## src/src_pkg.sv

```systemverilog
// constants and types for the speed reference conditioner
package src_pkg;
   localparam int          SRC_REF_W       = 16;   // signed reference code, 1 lsb = 1 mV
   localparam int          SRC_SPD_W       = 24;   // signed speed, 1 lsb = 1/256 rpm
   localparam int          SRC_FRAC        = 8;
   localparam int          SRC_MV_PER_V    = 1000;
   localparam logic [11:0] SRC_GAIN_MAX    = 12'hbb8;   // 3000 rpm/V
   localparam logic [11:0] SRC_GAIN_RST    = 12'h096;   // 150 rpm/V
   localparam logic [13:0] SRC_TIME_MAX    = 14'h2710;  // 10000 ms
   localparam logic [13:0] SRC_TIME_RST    = 14'h0000;
   localparam logic [3:0]  SRC_MODE_ANALOG = 4'h0;
   localparam logic [1:0]  SRC_CURVE_RAMP  = 2'h0;
   localparam logic [1:0]  SRC_CURVE_S     = 2'h1;
   localparam logic [1:0]  SRC_CURVE_F1    = 2'h2;
   localparam logic [1:0]  SRC_CURVE_F2    = 2'h3;
   localparam int          SRC_OFS_LIM     = 1024;
   localparam int          SRC_RAMP_RPM    = 1000;
   localparam int          SRC_TICK_US     = 1000;  // one control tick per ms
   localparam int          SRC_FILT_SHIFT  = 4;
   typedef enum logic [1:0] {SRC_IDLE, SRC_MEASURE} src_ofs_state_t;
endpackage

```

## src/src_conditioner.sv

```systemverilog
// speed reference conditioner: gain, offset and soft-start shaping
module src_conditioner
   import src_pkg::*;
(
   input  wire logic                          ref_clk,
   input  wire logic                          reset_n,
   input  wire logic                          clk_en,
   input  wire logic                          tick,
   input  wire logic signed [src_pkg::SRC_REF_W-1:0] vref_code,
   input  wire logic [3:0]                    control_mode_select,
   input  wire logic [11:0]                   speed_input_gain,
   input  wire logic [1:0]                    speed_curve_form,
   input  wire logic [13:0]                   soft_accel_time,
   input  wire logic [13:0]                   soft_decel_time,
   input  wire logic                          preset_sel,
   input  wire logic signed [src_pkg::SRC_SPD_W-1:0] preset_speed,
   input  wire logic                          auto_offset_function,
   input  wire logic                          manual_offset_function,
   input  wire logic signed [11:0]            manual_offset_value,
   input  wire logic                          factory_restore_function,
   output logic                               analog_mode,
   output logic signed [11:0]                 offset_stored,
   output logic signed [src_pkg::SRC_SPD_W-1:0] speed_target,
   output logic signed [src_pkg::SRC_SPD_W-1:0] speed_cmd
);
   import src_pkg::*;

   localparam logic signed [11:0] OFS_HI = 12'sh400;
   localparam logic signed [11:0] OFS_LO = -12'sh400;
   localparam int MAX_RPM_SCALED = SRC_RAMP_RPM * (1 << SRC_FRAC);
   // zero time: the largest positive step, so the ramp lands in one tick when target and output differ by no more
   localparam logic signed [SRC_SPD_W-1:0] STEP_JUMP = {1'b0, {(SRC_SPD_W-1){1'b1}}};

   // vref is a pin: two-stage synchroniser before use
   logic signed [SRC_REF_W-1:0] vref_s1;
   logic signed [SRC_REF_W-1:0] vref;
   logic                        sync_pre;
   logic                        sync_valid;

   // restart-latched settings
   logic [3:0]  mode_q;
   logic [1:0]  curve_q;
   logic        started;

   logic signed [11:0]          ofs;
   logic signed [SRC_SPD_W-1:0] tgt;
   logic signed [SRC_SPD_W-1:0] out;
   logic signed [SRC_SPD_W-1:0] stage1;

   logic signed [11:0]          next_ofs;
   logic signed [SRC_SPD_W-1:0] next_tgt;
   logic signed [SRC_SPD_W-1:0] next_out;
   logic signed [SRC_SPD_W-1:0] next_stage1;

   logic [11:0]                 gain_c;
   logic [13:0]                 acc_c;
   logic [13:0]                 dec_c;
   logic signed [SRC_REF_W:0]   vcorr;
   logic signed [40:0]          prod;
   logic signed [SRC_SPD_W-1:0] step;
   logic signed [SRC_SPD_W:0]   diff;
   logic                        accel;

   always_ff @(posedge ref_clk)
   begin
      if (!reset_n)
      begin
         vref_s1    <= '0;
         vref       <= '0;
         sync_pre   <= 1'b0;
         sync_valid <= 1'b0;
      end
      else if (clk_en)
      begin
         vref_s1    <= vref_code;
         vref       <= vref_s1;
         sync_pre   <= 1'b1;
         sync_valid <= sync_pre;
      end
   end

   // settings caught once after reset release, so later changes need a restart
   always_ff @(posedge ref_clk)
   begin
      if (!reset_n)
      begin
         mode_q  <= SRC_MODE_ANALOG;
         curve_q <= SRC_CURVE_RAMP;
         started <= 1'b0;
      end
      else if (clk_en && !started)
      begin
         mode_q  <= control_mode_select;
         curve_q <= speed_curve_form;
         started <= 1'b1;
      end
   end

   assign analog_mode = started && (mode_q == SRC_MODE_ANALOG);

   always_comb
   begin
      gain_c = (speed_input_gain > SRC_GAIN_MAX) ? SRC_GAIN_MAX : speed_input_gain;
      acc_c  = (soft_accel_time > SRC_TIME_MAX) ? SRC_TIME_MAX : soft_accel_time;
      dec_c  = (soft_decel_time > SRC_TIME_MAX) ? SRC_TIME_MAX : soft_decel_time;
      vcorr  = (SRC_REF_W+1)'(vref) - (SRC_REF_W+1)'(ofs);
      // signed product keeps sign, so polarity maps to direction
      prod   = 41'(vcorr) * $signed({1'b0, gain_c}) * 41'sd256
               / 41'(SRC_MV_PER_V);
   end

   // offset storage: never touched by factory restore
   always_comb
   begin
      next_ofs = ofs;
      if (auto_offset_function && sync_valid)
      begin
         if (vref > SRC_REF_W'(OFS_HI))
            next_ofs = OFS_HI;
         else if (vref < SRC_REF_W'(OFS_LO))
            next_ofs = OFS_LO;
         else
            next_ofs = 12'(vref);
      end
      else if (manual_offset_function)
      begin
         if (manual_offset_value > OFS_HI)
            next_ofs = OFS_HI;
         else if (manual_offset_value < OFS_LO)
            next_ofs = OFS_LO;
         else
            next_ofs = manual_offset_value;
      end
   end

   // target: analog path or presets, both go through soft start
   always_comb
   begin
      next_tgt = tgt;
      if (preset_sel)
         next_tgt = preset_speed;
      else if (analog_mode)
         next_tgt = SRC_SPD_W'(prod);
      else
         next_tgt = '0;
   end

   // ramp step per tick = 1000 rpm / (time in ticks); zero time means a direct jump
   always_comb
   begin
      diff  = (SRC_SPD_W+1)'(tgt) - (SRC_SPD_W+1)'(out);
      accel = (tgt >= 0) ? (diff > 0) : (diff < 0);
      if (accel)
         step = (acc_c == '0) ? STEP_JUMP
                              : SRC_SPD_W'(MAX_RPM_SCALED / int'(acc_c));
      else
         step = (dec_c == '0) ? STEP_JUMP
                              : SRC_SPD_W'(MAX_RPM_SCALED / int'(dec_c));
      if (step == '0)
         step = SRC_SPD_W'(1);
      next_out    = out;
      next_stage1 = stage1;
      if (tick)
      begin
         case (curve_q)
            SRC_CURVE_RAMP, SRC_CURVE_S:
            begin
               // s-curve shaping is not modelled: it falls back on the ramp
               if (diff > step)
                  next_out = out + step;
               else if (diff < -step)
                  next_out = out - step;
               else
                  next_out = tgt;
               next_stage1 = next_out;
            end
            SRC_CURVE_F1:
            begin
               next_out    = out + ((tgt - out) >>> SRC_FILT_SHIFT);
               next_stage1 = next_out;
            end
            SRC_CURVE_F2:
            begin
               next_stage1 = stage1 + ((tgt - stage1) >>> SRC_FILT_SHIFT);
               next_out    = out + ((stage1 - out) >>> SRC_FILT_SHIFT);
            end
            default:
            begin
               next_out    = tgt;
               next_stage1 = tgt;
            end
         endcase
      end
   end

   always_ff @(posedge ref_clk)
   begin
      if (!reset_n)
      begin
         ofs    <= '0;
         tgt    <= '0;
         out    <= '0;
         stage1 <= '0;
      end
      else if (clk_en)
      begin
         ofs    <= next_ofs;
         tgt    <= next_tgt;
         out    <= next_out;
         stage1 <= next_stage1;
      end
   end

   assign offset_stored = ofs;
   assign speed_target  = tgt;
   assign speed_cmd     = out;

   ofs_range_a: assert property (@(posedge ref_clk) disable iff (!reset_n)
      (ofs <= OFS_HI) && (ofs >= OFS_LO))
      else $error("offset out of range");

   ofs_hold_a: assert property (@(posedge ref_clk) disable iff (!reset_n)
      (clk_en && !auto_offset_function && !manual_offset_function) |=> $stable(ofs))
      else $error("offset changed without request");

   restore_keep_a: assert property (@(posedge ref_clk) disable iff (!reset_n)
      (clk_en && factory_restore_function && !auto_offset_function
       && !manual_offset_function) |=> $stable(ofs))
      else $error("factory restore touched the offset");

   manual_take_a: assert property (@(posedge ref_clk) disable iff (!reset_n)
      (clk_en && manual_offset_function && !auto_offset_function
       && (manual_offset_value <= OFS_HI) && (manual_offset_value >= OFS_LO))
      |=> (ofs == $past(manual_offset_value)))
      else $error("manual offset not applied");

   manual_clamp_a: assert property (@(posedge ref_clk) disable iff (!reset_n)
      (clk_en && manual_offset_function && !auto_offset_function
       && (manual_offset_value > OFS_HI)) |=> (ofs == OFS_HI))
      else $error("manual offset not limited");

   auto_take_a: assert property (@(posedge ref_clk) disable iff (!reset_n)
      (clk_en && auto_offset_function && sync_valid
       && (vref <= SRC_REF_W'(OFS_HI)) && (vref >= SRC_REF_W'(OFS_LO)))
      |=> (SRC_REF_W'(ofs) == $past(vref)))
      else $error("measured offset not stored");

   mode_hold_a: assert property (@(posedge ref_clk) disable iff (!reset_n)
      started |=> $stable(mode_q) && $stable(curve_q))
      else $error("mode changed without restart");

   mode_latch_a: assert property (@(posedge ref_clk) disable iff (!reset_n)
      $rose(started) |-> (mode_q == $past(control_mode_select))
      && (curve_q == $past(speed_curve_form)))
      else $error("settings not caught at restart");

   ramp_step_a: assert property (@(posedge ref_clk) disable iff (!reset_n)
      (clk_en && tick && curve_q == SRC_CURVE_RAMP && diff > step) |=>
      (out == $past(out) + $past(step)))
      else $error("ramp step wrong");

   ramp_down_a: assert property (@(posedge ref_clk) disable iff (!reset_n)
      (clk_en && tick && curve_q == SRC_CURVE_RAMP && diff < -step) |=>
      (out == $past(out) - $past(step)))
      else $error("ramp down step wrong");

   ramp_land_a: assert property (@(posedge ref_clk) disable iff (!reset_n)
      (clk_en && tick && curve_q == SRC_CURVE_RAMP && diff <= step && diff >= -step) |=>
      (out == $past(tgt)))
      else $error("ramp missed target");

   ramp_idle_a: assert property (@(posedge ref_clk) disable iff (!reset_n)
      (clk_en && !tick) |=> $stable(out))
      else $error("output moved without tick");

   freeze_hold_a: assert property (@(posedge ref_clk) disable iff (!reset_n)
      !clk_en |=> $stable(out) && $stable(tgt) && $stable(ofs))
      else $error("state moved while disabled");

   filt_one_a: assert property (@(posedge ref_clk) disable iff (!reset_n)
      (clk_en && tick && curve_q == SRC_CURVE_F1) |=>
      (out == $past(out) + (($past(tgt) - $past(out)) >>> SRC_FILT_SHIFT)))
      else $error("first order filter step wrong");

   filt_two_a: assert property (@(posedge ref_clk) disable iff (!reset_n)
      (clk_en && tick && curve_q == SRC_CURVE_F2) |=>
      (out == $past(out) + (($past(stage1) - $past(out)) >>> SRC_FILT_SHIFT)))
      else $error("second order filter step wrong");

   preset_path_a: assert property (@(posedge ref_clk) disable iff (!reset_n)
      (clk_en && preset_sel) |=> (tgt == $past(preset_speed)))
      else $error("preset not taken");

   dir_sign_a: assert property (@(posedge ref_clk) disable iff (!reset_n)
      (clk_en && !preset_sel && analog_mode && vcorr > 0 && gain_c >= 12'h004) |=>
      (tgt > 0))
      else $error("forward direction wrong");

   dir_rev_a: assert property (@(posedge ref_clk) disable iff (!reset_n)
      (clk_en && !preset_sel && analog_mode && vcorr < 0 && gain_c >= 12'h004) |=>
      (tgt < 0))
      else $error("reverse direction wrong");

   sync_delay_a: assert property (@(posedge ref_clk) disable iff (!reset_n)
      (clk_en && $past(clk_en) && $past(reset_n)) |=> (vref == $past(vref_code, 2)))
      else $error("reference synchroniser delay wrong");
endmodule

```

## config.mk

```make
export PLATFORM = sky130hd
export DESIGN_NAME = src_conditioner
export DESIGN_NICKNAME = d
export VERILOG_FILES = /design/src/src_pkg.sv /design/src/src_conditioner.sv
export SDC_FILE = /design/constraint.sdc
export NUM_CORES = 2
export LEC_CHECK = 0
export ABC_AREA = 1
export BUFFER_PORTS_ARGS = -buffer_cell sky130_fd_sc_hd__buf_2
export CAP_MARGIN = 15
export CORE_UTILIZATION = 45
export CTS_BUF_LIST = sky130_fd_sc_hd__clkbuf_16
export DETAILED_ROUTE_END_ITERATION = 16
export PLACE_DENSITY = 0.68
export SYNTH_ARGS = -nofsm -noshare
export SYNTH_HDL_FRONTEND = slang
export SYNTH_SLANG_ARGS = --single-unit
```

## constraint.sdc

```tcl
create_clock -name ref_clk -period 108.3 [get_ports ref_clk]
set_input_delay 10.83 -clock ref_clk [delete_from_list [all_inputs] [get_ports ref_clk]]
set_output_delay 10.83 -clock ref_clk [all_outputs]
set_load 0.01 [all_outputs]
```

==> impl_metrics.tcl <==
set metrics [dict create \
    status "finished, final reports clean" \
    hold_viol_final 0 \
    slew_headroom_pct 23.7 \
    portBuffers 165 \
    tightest_slew_ns 1.14 \
    core_area_um2 184000 \
    crit_type "in -> reg" \
    dieHeight_um 433 \
    cts_tree "yes" \
    grt_max_degree 78 \
    synth.most_common_cell "nand2_1" \
    grt_pass1_wl_um 404000 \
    clock_skew_ns 0.0117 \
    end_kind "register" \
    antenna_left 0 \
    cts-root-buf "clkbuf_16" \
    synth_common_cells "2991 x nand2_1, 1984 x inv_1, 1277 x nor2_1, 975 x ha_1, 950 x a21oi_1" \
    hold_class "reg -> reg" \
    netlist_instances 13800 \
    area_growth_pct 3.83 \
    slowest_stage "nor2_2" \
    ys_types 119 \
    cts_hold_buf 0 \
    grt_antenna_before_repair 12 \
    syn_area_um2 83400 \
    hold_slack_ns 0.465 \
    cp_max_fo 45 \
    cts_buffers 17 \
    worstPathArrival_ns 90.34 \
    n_fill_cell 19700 \
    rsz0062_at_grt "false" \
    min_period_ns 89.96 \
    clk_path_buf_depth 2 \
    worstPathRequired_ns 108.68 \
    synth.area.top_cells "ha_1 15%, nand2_1 13%, inv_1 8.9%, xor2_1 6.0%, nor2_1 5.7%" \
    synth_async_sr_flop_share_pct 0 \
    synth_edf_count 0 \
    routed_wl_um 252000 \
    regArea_um2 2500 \
    grt_pass1_vias 79600 \
    fmax_mhz 11.1 \
    drv_slew 0 \
    cp_slowest_stage_delay_ns 0.71 \
    pin_count 167 \
    cts_setup_buffers 0 \
    drive_above_1_share_pct 11.7 \
    drt-vias-per-instance 5.33 \
    cp_common_cell "nand2_1" \
    min_period_over_period_pct 83.1 \
    cts_resized 0 \
    start_util_pct 45.4 \
    hpwl_um 206000 \
    die_area_um2 187000 \
    dr.pass1.iters 6 \
    chipWidth_um 433 \
    place_inst 16200 \
    setup_violations 0 \
    grt_overflow 0 \
    setup_tns_ns 0 \
    vias 86700 \
    cts-htree-levels 4 \
    synth_area_per_cell_um2 6.06 \
    nNetsFinal 15000 \
    cts.clk_slew.worst_paths_ns 0.07 \
    yosys.area.top_type "ha_1" \
    wl_per_cell_um 15.5 \
    clkLatencyLatePin_ns 0.47 \
    cp-start-kind "primary input" \
    ys_seq_area_share_pct 3.00 \
    synth_seq_cells 125 \
    cts_sinks 125 \
    dominantRegCellSynth "dfxtp_1" \
    synth_top_cell_area_share_pct 14.6 \
    drc 0 \
    rows 157 \
    yosysWarnings 0 \
    routabilityCongestion 0.961 \
    drt_iter0_drc 5325 \
    drv_cap 0 \
    grt_use_total_pct 26.1 \
    multiInputGateArea_um2 70900 \
    final-instance-count-excl-fill 16300 \
]
sequential cells by signal, summed over array words and instances, names as in the netlist:
name           flops
speed_cmd         24
speed_target      24
stage1            24
vref              16
vref_s1           16
offset_stored     12
mode_q             4
curve_q            2
started            1
sync_pre           1
sync_valid         1
critical path: cells and delay by family:
family / cells / cell delay (ns)
compound gates: 158 / 28.94
fa+ha+maj: 32 / 11.17
buf+inv: 62 / 11.38
mux: 1 / 0.37
simple gates: 195 / 27.24
routing by layer:
| layer | part of all wire, % | GRT usage, % | vias to the layer above |
|---|---|---|---|
| li1 | - | - | 45300 |
| met1 | 46 | 34.0 | 39200 |
| met2 | 46 | 44.9 | 1903 |
| met3 | 4.1 | 1.29 | 362 |
| met4 | 4.1 | 10.1 | 2 |
| met5 | 0.0080 | 0 | - |
path summary, 6_finish.rpt:
kind	startpoint	endpoint	slack, ns	cells after the start
min	mode_q[3]	mode_q[3]	0.47	2
max reg2reg	vref[0]	speed_target[21]	80.74	189
min reg2reg	mode_q[3]	mode_q[3]	0.47	2
max	soft_decel_time[13]	speed_cmd[15]	18.34	448
layout by cell type (no fill, tap or decap), types with 30 or more instances in the layout:
| cell | count |
|---|---|
| a211oi_1 | 43 |
| a21oi_1 | 950 |
| a31oi_1 | 40 |
| buf_2 | 164 |
| buf_4 | 56 |
| dfxtp_1 | 125 |
| fa_1 | 195 |
| ha_1 | 975 |
| inv_1 | 1982 |
| inv_2 | 116 |
| nand2_1 | 2981 |
| nand2_2 | 351 |
| nand2_4 | 142 |
| nand3_1 | 772 |
| nand3_2 | 160 |
| nand3_4 | 38 |
| nand3b_1 | 73 |
| nand4_1 | 251 |
| nor2_1 | 1270 |
| nor2_2 | 132 |
| nor2_4 | 91 |
| nor3_1 | 130 |
| nor4_1 | 36 |
| o211ai_1 | 54 |
| o21a_1 | 30 |
| o21ai_0 | 938 |
| o21ai_1 | 103 |
| o21ai_2 | 58 |
| o21bai_1 | 132 |
| o31ai_1 | 40 |
| or2_2 | 86 |
| xnor2_1 | 250 |
| xor2_1 | 572 |
metrics by stage:
step                instance area (um^2)  utilization (%)  setup slack [ns]
floorplan                          83400                -             29.19
global placement                   86000             46.8             18.82
detailed placement                 86000             46.8             18.49
CTS                                86600             47.2             18.73
global route                       86600             47.2             10.10
finish                             86600             47.2             18.34
cells by family after synthesis:
group / synth area share, %
compound gates: 18.0
xor+xnor: 8.67
fa+ha+maj: 19.3
buf+inv: 12.2
flops: 3.00
mux: 0.0690
other cells: 0.00449
simple gates: 38.8
final cells by class:
type	count	area share [%]
Inverter	2170	9.60
Timing Repair Buffer	220	1.43
Clock inverter	15	0.218
Sequential cell	125	2.89
Clock buffer	17	0.491
Antenna cell	11	0.0318
Tap cell	2464	3.56
Multi-Input combinational cell	11200	81.8
Power is left out: the tool's default activity adds up to more than one toggle a clock period on the data nets, which glitch-free logic cannot reach.
